<file path="src/ecpp_regs.svh">
// register indices, mode codes, field positions and reset values of the port
// assumes byte address = 4 * register index on a 32-bit apb bus
`ifndef ECPP_REGS_SVH
`define ECPP_REGS_SVH
`define ECPP_IDX_DATA   11'h000
`define ECPP_IDX_DSR    11'h001
`define ECPP_IDX_DCR    11'h002
`define ECPP_IDX_FIFO   11'h400
`define ECPP_IDX_CAPABILITY_B  11'h401
`define ECPP_IDX_ECR    11'h402
`define ECPP_MODE_SPP   3'h0
`define ECPP_MODE_BIDIR 3'h1
`define ECPP_MODE_COMPAT_DATA_FIFO_PORT 3'h2
`define ECPP_MODE_ECP   3'h3
`define ECPP_MODE_TEST  3'h6
`define ECPP_MODE_CFG   3'h7
`define ECPP_DCR_STB    0
`define ECPP_DCR_AFD    1
`define ECPP_DCR_INIT   2
`define ECPP_DCR_SEL    3
`define ECPP_DCR_DIR    5
`define ECPP_DCR_RST    6'h00
`define ECPP_ECR_RST    6'h04
`define ECPP_CAPABILITY_A_VAL  8'h10
`define ECPP_FIFO_DEPTH 5'h10
`define ECPP_RLE_BIT    7
`endif

</file>
<file path="src/ecpp_pkg.sv">
// types shared by the parallel port: engine states and the state record
// assumes the register header is on the include path
`default_nettype none
package ecpp_pkg;
`include "ecpp_regs.svh"
    // link engine states, gray along the forward path and from request to repeat; reverse returns to idle are not
    typedef enum logic [2:0] {
        ECPP_IDLE  = 3'h0,
        ECPP_F_SET = 3'h1,
        ECPP_F_STB = 3'h3,
        ECPP_F_REL = 3'h2,
        ECPP_R_REQ = 3'h4,
        ECPP_R_CAP = 3'h5,
        ECPP_R_REP = 3'h7
    } ecpp_state_e;
    // whole state of the port
    typedef struct packed {
        logic [7:0]       data;    // spp data latch
        logic [5:0]       dcr;     // control bits
        logic [2:0]       mode;    // extended control mode
        logic             nerr_en; // error interrupt enable, active low
        logic             dma_en;  // dma request enable
        logic             svc;     // service bit
        logic [15:0][8:0] mem;     // shared fifo, bit 8 = address tag
        logic [4:0]       wp;      // write pointer
        logic [4:0]       rp;      // read pointer
        logic [7:0]       last;    // last byte read by the bus
        ecpp_state_e      st;      // link engine state
        logic [7:0]       pd;      // byte on the data lines
        logic             tag;     // forward byte is an address
        logic [6:0]       rle;     // run length / repeats left
        logic             rle_pend;// a run length waits for its byte
        logic [31:0]      rdata;   // apb read data
    } ecpp_state_s;
endpackage
`default_nettype wire

</file>
<file path="src/ecpp_port.sv">
// extended capabilities parallel port: apb registers, shared fifo, link engine
// assumes peripheral pins synchronous to pclk; testbench resolves the data wire
//
// How it works
// - every port word is eight bits wide
// - one shared sixteen byte fifo for all
// - status and control readable in every mode
// - run length byte repeats next data byte
// - transmit compression optional, not built here
// - no negotiation; dma burst channel both ways
// - compat fifo mode strobes bytes automatically
// - forward data then strobe, interlocked with busy
// - autofeed requests each reverse byte, interlocked
// - forward autofeed marks address versus data
// - init low means reverse, high forward
// - drive data only when acknowledge permits
// - select-in stays high during ecp mode
// - fault low raises error interrupt; here only in ecp forward
// - configuration b reports chosen irq, dma
// - three bit mode field selects port mode
// - direction bit ignored in modes 000, 010
//
// Added by the designer: the APB slave port and the placing of the registers.
`default_nettype none
// register indices and field positions
`include "ecpp_regs.svh"
module ecpp_port (
    input  wire logic        pclk,
    input  wire logic        presetn,
    input  wire logic        psel,
    input  wire logic        penable,
    input  wire logic        pwrite,
    input  wire logic [12:0] paddr,
    input  wire logic [31:0] pwdata,
    output logic      [31:0] prdata,
    output logic             pready,
    output logic             pslverr,
    input  wire logic [7:0]  pd_in,
    output logic      [7:0]  pd_out,
    output logic             pd_oe_n,
    output logic             host_clock_strobe_n,
    output logic             host_ack_autofeed_n,
    output logic             reverse_request_init_n,
    output logic             ecp_mode_select_in_n,
    input  wire logic        periph_clock_ack_n,
    input  wire logic        peripheral_ack_busy,
    input  wire logic        ack_reverse_a,
    input  wire logic        periph_request_fault_n,
    input  wire logic        printer_select,
    input  wire logic [2:0]  cfg_irq_sel,
    input  wire logic [2:0]  cfg_dma_sel,
    output logic             err_irq,
    output logic             dma_req
);
    import ecpp_pkg::*;

    // registered and next state, and combinational views of the state, recomputed every cycle
    ecpp_state_s q;      // registered state
    ecpp_state_s n;      // next state
    logic [4:0]  cnt;    // fifo fill
    logic        full;   // fifo full
    logic        empty;  // fifo empty
    logic        ecp;    // ecp mode
    logic        rev;    // reverse direction requested
    logic        fwd_ok; // forward engine may run
    logic        rev_ok; // reverse engine may run
    logic        acc;    // apb access phase
    logic        hit;    // address mapped
    logic [7:0]  head;   // byte seen at the fifo read side

    // register index match on a word address
    // a byte address off the word grid matches nothing and is refused
    function automatic logic at(input logic [12:0] a, input logic [10:0] idx);
        at = (a == {idx, 2'b00});
    endfunction

    // fifo status and direction
    always_comb begin
        // pointers carry one spare bit so that full and empty differ
        cnt    = q.wp - q.rp;
        full   = (cnt == `ECPP_FIFO_DEPTH);
        empty  = (cnt == 5'h00);
        ecp    = (q.mode == `ECPP_MODE_ECP);
        rev    = ecp && q.dcr[`ECPP_DCR_DIR];
        // ecp forward waits until the peripheral has handed the lines back
        fwd_ok = (q.mode == `ECPP_MODE_COMPAT_DATA_FIFO_PORT) || (ecp && !rev && ack_reverse_a);
        rev_ok = rev && !ack_reverse_a;
        acc    = psel && penable;
        hit    = at(paddr, `ECPP_IDX_DATA) || at(paddr, `ECPP_IDX_DSR)
              || at(paddr, `ECPP_IDX_DCR) || at(paddr, `ECPP_IDX_FIFO)
              || at(paddr, `ECPP_IDX_CAPABILITY_B) || at(paddr, `ECPP_IDX_ECR);
        // an empty fifo shows the last byte read, for the test reread
        head   = empty ? q.last : q.mem[q.rp[3:0]][7:0];
    end

    // apb answer: zero wait, error on unmapped address
    // reads never stall: the value was captured in the setup cycle
    always_comb begin
        pready  = acc;
        pslverr = acc && !hit;
        prdata  = q.rdata;
    end

    // pin outputs per mode
    // outside the link modes the control bits reach the pins as written
    always_comb begin
        host_clock_strobe_n    = ~q.dcr[`ECPP_DCR_STB];
        host_ack_autofeed_n    = ~q.dcr[`ECPP_DCR_AFD];
        reverse_request_init_n = q.dcr[`ECPP_DCR_INIT];
        ecp_mode_select_in_n   = ~q.dcr[`ECPP_DCR_SEL];
        pd_out                 = q.data;
        pd_oe_n                = q.dcr[`ECPP_DCR_DIR];
        // modes 000 and 010 always drive outward
        if (q.mode == `ECPP_MODE_SPP || q.mode == `ECPP_MODE_COMPAT_DATA_FIFO_PORT) begin
            pd_oe_n = 1'b0;
        end
        if (q.mode == `ECPP_MODE_COMPAT_DATA_FIFO_PORT || ecp) begin
            pd_out              = q.pd;
            host_clock_strobe_n = (q.st != ECPP_F_STB);
        end
        // ecp owns select-in, init and the data direction
        if (ecp) begin
            ecp_mode_select_in_n   = 1'b1;
            reverse_request_init_n = !rev;
            pd_oe_n                = rev || !ack_reverse_a;
            // reverse: request byte; forward: low marks an address
            host_ack_autofeed_n = rev ? (q.st != ECPP_R_REQ) : !q.tag;
        end
        // test mode shows the fifo head on the lines
        if (q.mode == `ECPP_MODE_TEST) begin
            pd_out = head;
        end
        // error interrupt is a plain level, forward direction only
        err_irq = ecp && !rev && !periph_request_fault_n && !q.nerr_en;
        // dma asks for room going out and for data coming in
        dma_req = q.dma_en
               && (rev ? !empty : ((fwd_ok || q.mode == `ECPP_MODE_TEST) && !full));
    end

    // next state: bus access, fifo and link engine
    always_comb begin
        logic       push;
        logic       pop;
        logic [8:0] pdat;
        logic [7:0] rv;
        push = 1'b0;
        pop  = 1'b0;
        pdat = 9'h000;
        rv   = 8'h00;
        n    = q;

        // read value mux, captured in the setup cycle
        if (at(paddr, `ECPP_IDX_DATA)) begin
            rv = pd_in;
        end else if (at(paddr, `ECPP_IDX_DSR)) begin
            // live pin levels, nothing latched
            rv = {!peripheral_ack_busy, periph_clock_ack_n, ack_reverse_a,
                  printer_select, periph_request_fault_n, 3'h0};
        end else if (at(paddr, `ECPP_IDX_DCR)) begin
            rv = {2'h0, q.dcr};
        end else if (at(paddr, `ECPP_IDX_FIFO)) begin
            rv = (q.mode == `ECPP_MODE_CFG) ? `ECPP_CAPABILITY_A_VAL : head;
        end else if (at(paddr, `ECPP_IDX_CAPABILITY_B)) begin
            // no transmit compression built
            rv = {1'b0, err_irq, cfg_irq_sel, cfg_dma_sel};
        end else if (at(paddr, `ECPP_IDX_ECR)) begin
            rv = {q.mode, q.nerr_en, q.dma_en, q.svc, full, empty};
        end
        if (psel && !penable) begin
            n.rdata = {24'h000000, rv};
        end

        // bus writes
        if (acc && pwrite) begin
            if (at(paddr, `ECPP_IDX_DATA)) begin
                if (q.mode == `ECPP_MODE_SPP || q.mode == `ECPP_MODE_BIDIR) begin
                    n.data = pwdata[7:0];
                end else if (ecp && !rev && !full) begin
                    push = 1'b1; // address or run length byte
                    pdat = {1'b1, pwdata[7:0]};
                end
            end
            // control bits are writable in every mode
            if (at(paddr, `ECPP_IDX_DCR)) begin
                n.dcr = pwdata[5:0];
            end
            if (at(paddr, `ECPP_IDX_FIFO) && !full) begin
                if (q.mode == `ECPP_MODE_COMPAT_DATA_FIFO_PORT || q.mode == `ECPP_MODE_TEST
                    || (ecp && !rev)) begin
                    push = 1'b1; // full fifo drops the byte
                    pdat = {1'b0, pwdata[7:0]};
                end
            end
            // full and empty are read only and ignore the write
            if (at(paddr, `ECPP_IDX_ECR)) begin
                n.mode    = pwdata[7:5];
                n.nerr_en = pwdata[4];
                n.dma_en  = pwdata[3];
                n.svc     = pwdata[2];
                // entering 000 or 001 flushes the fifo
                if (pwdata[7:6] == 2'h0) begin
                    n.rp = q.wp;
                end
            end
        end

        // bus reads from the fifo; empty test fifo rereads last byte
        if (acc && !pwrite && at(paddr, `ECPP_IDX_FIFO) && !empty) begin
            if (rev || q.mode == `ECPP_MODE_TEST) begin
                pop    = 1'b1;
                n.last = q.mem[q.rp[3:0]][7:0];
            end
        end

        // link engine
        case (q.st)
            // idle: forward work wins over a reverse request
            ECPP_IDLE: begin
                if (fwd_ok && !empty) begin
                    pop   = 1'b1;
                    n.pd  = q.mem[q.rp[3:0]][7:0];
                    n.tag = ecp && q.mem[q.rp[3:0]][8];
                    n.st  = ECPP_F_SET;
                end else if (rev_ok && !full) begin
                    n.tag = 1'b0;
                    n.st  = ECPP_R_REQ;
                end
            end
            // data goes out one cycle before strobe falls
            ECPP_F_SET: begin
                n.st = ECPP_F_STB; // data settles before strobe
            end
            // strobe stays low until busy answers
            ECPP_F_STB: begin
                if (peripheral_ack_busy) begin
                    n.st = ECPP_F_REL;
                end
            end
            // strobe high again until busy drops
            ECPP_F_REL: begin
                if (!peripheral_ack_busy) begin
                    n.st = ECPP_IDLE;
                end
            end
            // autofeed low asks the peripheral for a byte
            ECPP_R_REQ: begin
                if (!periph_clock_ack_n) begin
                    n.st = ECPP_R_CAP;
                    if (!peripheral_ack_busy) begin
                        // command byte: run length or channel address
                        if (!pd_in[`ECPP_RLE_BIT]) begin
                            n.rle      = pd_in[6:0];
                            n.rle_pend = 1'b1;
                        end
                    end else begin
                        push = 1'b1;
                        pdat = {1'b0, pd_in};
                        n.pd = pd_in;
                        if (!q.rle_pend) begin
                            n.rle = 7'h00;
                        end
                        n.rle_pend = 1'b0;
                    end
                end
            end
            // wait for the peripheral to release its clock
            ECPP_R_CAP: begin
                if (periph_clock_ack_n) begin
                    // a run length alone waits for its data byte before any repeat
                    if (q.rle != 7'h00 && !q.rle_pend) begin
                        n.st = ECPP_R_REP;
                    end else begin
                        n.st = ECPP_IDLE;
                    end
                end
            end
            // repeat the held byte once per cycle with room
            ECPP_R_REP: begin
                if (!full) begin
                    push  = 1'b1;
                    pdat  = {1'b0, q.pd};
                    n.rle = q.rle - 7'h01;
                    if (q.rle == 7'h01) begin
                        n.st = ECPP_IDLE;
                    end
                end
            end
            // unused codes fall back to idle
            default: begin
                n.st = ECPP_IDLE;
            end
        endcase
        // leaving the link modes aborts the engine
        if (q.mode != `ECPP_MODE_COMPAT_DATA_FIFO_PORT && !ecp) begin
            n.st = ECPP_IDLE;
        end

        // shared fifo update
        // both writers test full first, so a push never lands on unread data
        if (push) begin
            n.mem[q.wp[3:0]] = pdat;
            n.wp = q.wp + 5'h01;
        end
        if (pop) begin
            n.rp = n.rp + 5'h01;
        end
    end

    // state register; reset leaves forward, empty, idle
    always_ff @(posedge pclk or negedge presetn) begin
        if (!presetn) begin
            // everything not named here clears with the record
            q         <= '0;
            q.dcr     <= `ECPP_DCR_RST;
            q.mode    <= `ECPP_MODE_SPP;
            q.nerr_en <= 1'b1;
            q.st      <= ECPP_IDLE;
        end else begin
            q <= n;
        end
    end
endmodule
`default_nettype wire

</file>
<file path="config.mk">
export PLATFORM = sky130hd
export DESIGN_NAME = ecpp_port
export DESIGN_NICKNAME = d
export VERILOG_FILES = /design/src/ecpp_pkg.sv /design/src/ecpp_port.sv
export VERILOG_INCLUDE_DIRS = /design/src
export SDC_FILE = /design/constraint.sdc
export NUM_CORES = 1
export LEC_CHECK = 0
export BUFFER_PORTS_ARGS = -buffer_cell sky130_fd_sc_hd__buf_2
export CAP_MARGIN = 10
export CORE_UTILIZATION = 55
export DETAILED_ROUTE_END_ITERATION = 10
export HOLD_SLACK_MARGIN = 0.06
export PLACE_DENSITY = 0.75
export SYNTH_ARGS = -nofsm -noshare
export SYNTH_HDL_FRONTEND = slang
export SYNTH_SLANG_ARGS = --single-unit
</file>
<file path="constraint.sdc">
create_clock -name pclk -period 4.2 [get_ports pclk]
set_input_delay 0.84 -clock pclk [delete_from_list [all_inputs] [get_ports pclk]]
set_output_delay 0.84 -clock pclk [all_outputs]
set_load 0.1 [all_outputs]
</file>
==> out/summary.txt <==
Yosys cell types - 70
Avg Cell Area, Syn - 12.5 sq um
Worst path buffer plus inverter count - 2
Worst-path cell chain - ha_1 -> nor2b_2 -> o211ai_1 -> a21oi_1 -> o21ai_2 -> mux2_2 -> a222oi_1 -> inv_1 -> buf_4
Vias in the first global route - 8177
Setup crit end kind - primary output
CTS H-tree depth - 1
# rows - 53
Area Overhead vs Synth - 12.0%
Worst EP required - 3360 ps
DR pass1 iterations - 5
Max Clock Freq - 242 MHz
Area share of the largest cell type after synthesis - 0.443
CP peak stage delay - 450 ps
PortBufs - 69
Detail Route Antenna Nets - 0
Dominant synthesized flop cell - dfrtp_1
Final period util - 0.983
Num CTS Buffers - 23
Largest cells by area after synthesis - dfrtp_1 (44%), mux2_4 (12%), mux4_2 (7.8%), mux2_2 (6.6%), buf_4 (2.4%)
Gr usage total - 0.274
Pre-CTS WS - 471 ps
Final setup fails - 0
Synthesized netlist cell count - 943
Grt ovf - 0
Seq/Total Area, Yosys - 0.445
Pwr dens - 339 mW/mm^2
Clk root buf - clkbuf_16
Vias - 8073
Routed length per placed instance - 22.5 microns
Least-Margin Pin Slew - 1010 ps
Layout cells sized above 1 - 0.381
Clock slew at reported path FFs - 60 ps
Maximum net fanout on the critical path - 7
Detail Placement HPWL - 20.1 mm
Post-placement cell count - 1249
Yosys warning total - 0
Die extent in y - 148 microns
CTS tree - yes
Final hold slack - 371 ps
Worst R2R Start - q[66]$_DFFE_PN0P_
First-pass GRT wire length - 46.4 mm
Die area - 0.0220 sq mm
DP Area - 0.0124 sq mm
Reg2Reg Setup Slack - 820 ps
Drt drc - 0
Slew HR - 0.328
Status - completed
# clock sinks - 210
Asr flop ratio synth - 1.00
Area of the multi-input gates - 0.00600 sq mm
Initial antenna violation count - 0
Peak supply drop - 253 uV
Slowest CP cell - dfrtp_1
1st-iter DRT viols - 597
Core area - 0.0210 sq mm
Final Max Tran Viols - 0
Post-Syn Area - 0.0118 sq mm
WS Path Type - reg -> out
MaxCap Viol Count - 0
Post-Route WL - 29.0 mm
Final Util - 0.629
Routability cong. - 0.997
Clock insertion delay at the later pin of the skew report - 520 ps
Final WS setup - 71.7 ps
Via density per instance - 6.24
Count leader, synth - dfrtp_1
Largest net degree at the start of global routing - 83
CP arrival - 3290 ps
Period minus WS final - 4130 ps
Nets - 1082
Register Area - 0.00526 sq mm
Fin Clk Skew - 14.1 ps
FILL cells - 1578
Hold Path Class - in -> async
Leak - 0.00623 uW
Final Hold Viols - 0
Diode count - 0
Fin cells - 1293
Worst r2r dst - q[146]$_DFFE_PN0P_
Worst reg-to-reg path cell count - 9
EDFF count, synth - 0
Final Cell Area - 0.0132 sq mm
Initial Util - 0.561
CTS Hold Bufs - 0
Delay-heaviest family, CP - compound AO/OA/AOI/OAI gates
Die X - 148 microns
Max clock buf depth - 3
Area leader, netlist - dfrtp_1
Num ports - 118
CP startpoint kind - register
FF+latch count, synth - 210
Top cells by count, synth - dfrtp_1 (209), mux2_4 (91), mux2_2 (69), nand2_1 (50), o21ai_0 (45)
worst max path at each step:
stage,startpoint,end,slack (ps),depth (start not counted)
2_1_floorplan,q[61]$_DFF_PN0_,pd_out[0],20,12
6_report,q[66]$_DFFE_PN0P_,pd_out[7],70,9
4_1_cts,q[65]$_DFFE_PN0P_,pd_out[6],10,10
5_1_grt,q[66]$_DFFE_PN0P_,pd_out[7],-20,9
3_5_place_dp,paddr[7],q[118]$_DFFE_PN0P_,470,8
3_3_place_gp,paddr[7],q[117]$_DFFE_PN0P_,520,8
layout make-up:
class	instances	area share
inverters	17	0.00483
repair buffers	107	0.0563
flip-flops and latches	210	0.398
clock buffers	30	0.0485
well taps	275	0.0260
multi-input cells	642	0.454
clock inverters	12	0.0126
stage by stage:
step,setup TNS (ps),total power (uW)
6_report,0,4480
4_1_cts,0,4510
2_1_floorplan,0,2280
3_3_place_gp,0,2360
5_1_grt,-22.1,4610
3_5_place_dp,0,2360
cells in the final DEF, fill, tap and decap left out, types with 7 or more instances in the layout:
master / count
nand2b_1: 12
conb_1: 24
mux2_1: 17
mux2_2: 69
nand2_1: 50
mux2i_1: 13
clkbuf_16: 23
inv_1: 15
a22oi_1: 12
mux2_4: 91
a221o_2: 8
o21ai_0: 45
nand3_1: 11
buf_2: 60
ha_1: 12
mux4_2: 41
and3_1: 27
a21oi_1: 42
nor3_1: 10
a31oi_1: 7
nor2_1: 38
dfrtp_1: 208
buf_4: 36
state kept, by name (all words and copies together) (netlist names):
signal  cells
q         202
prdata      8
power by group:
part	switching, uW	total, uW	internal [uW]
combinational	239	289	50.7
sequential	5.53	2040	2030
clock	835	2160	1320
total	1080	4480	3400
per-layer routing:
| metal | wire length (microns) | track usage | vias up |
|---|---|---|---|
| li1 | - | - | 3546 |
| met1 | 12200 | 0.379 | 4113 |
| met2 | 13800 | 0.443 | 334 |
| met3 | 2010 | 0.0387 | 80 |
| met4 | 980 | 0.0959 | 0 |
| met5 | 0 | 0 | - |
cells by family after synthesis:
logic type               count (synthesis)  synth area share
other                                    1          0.000318
multiplexers                           231             0.287
buffers and inverters                  114            0.0631
AO/OA/AOI/OAI                          172            0.0959
flip-flops                             210             0.445
XOR/XNOR                                12           0.00890
adder cells (fa/ha/maj)                 12            0.0127
AND/OR/NAND/NOR                        191            0.0866
timing repair:
| action | CTS | global route |
|---|---|---|
| pin swaps | 1 | 4 |
| buffers inserted | 0 | 2 |
| gates resized for setup | 2 | 10 |
| setup endpoints to repair | 3 | 8 |
Power figures use the tool's default switching activity.
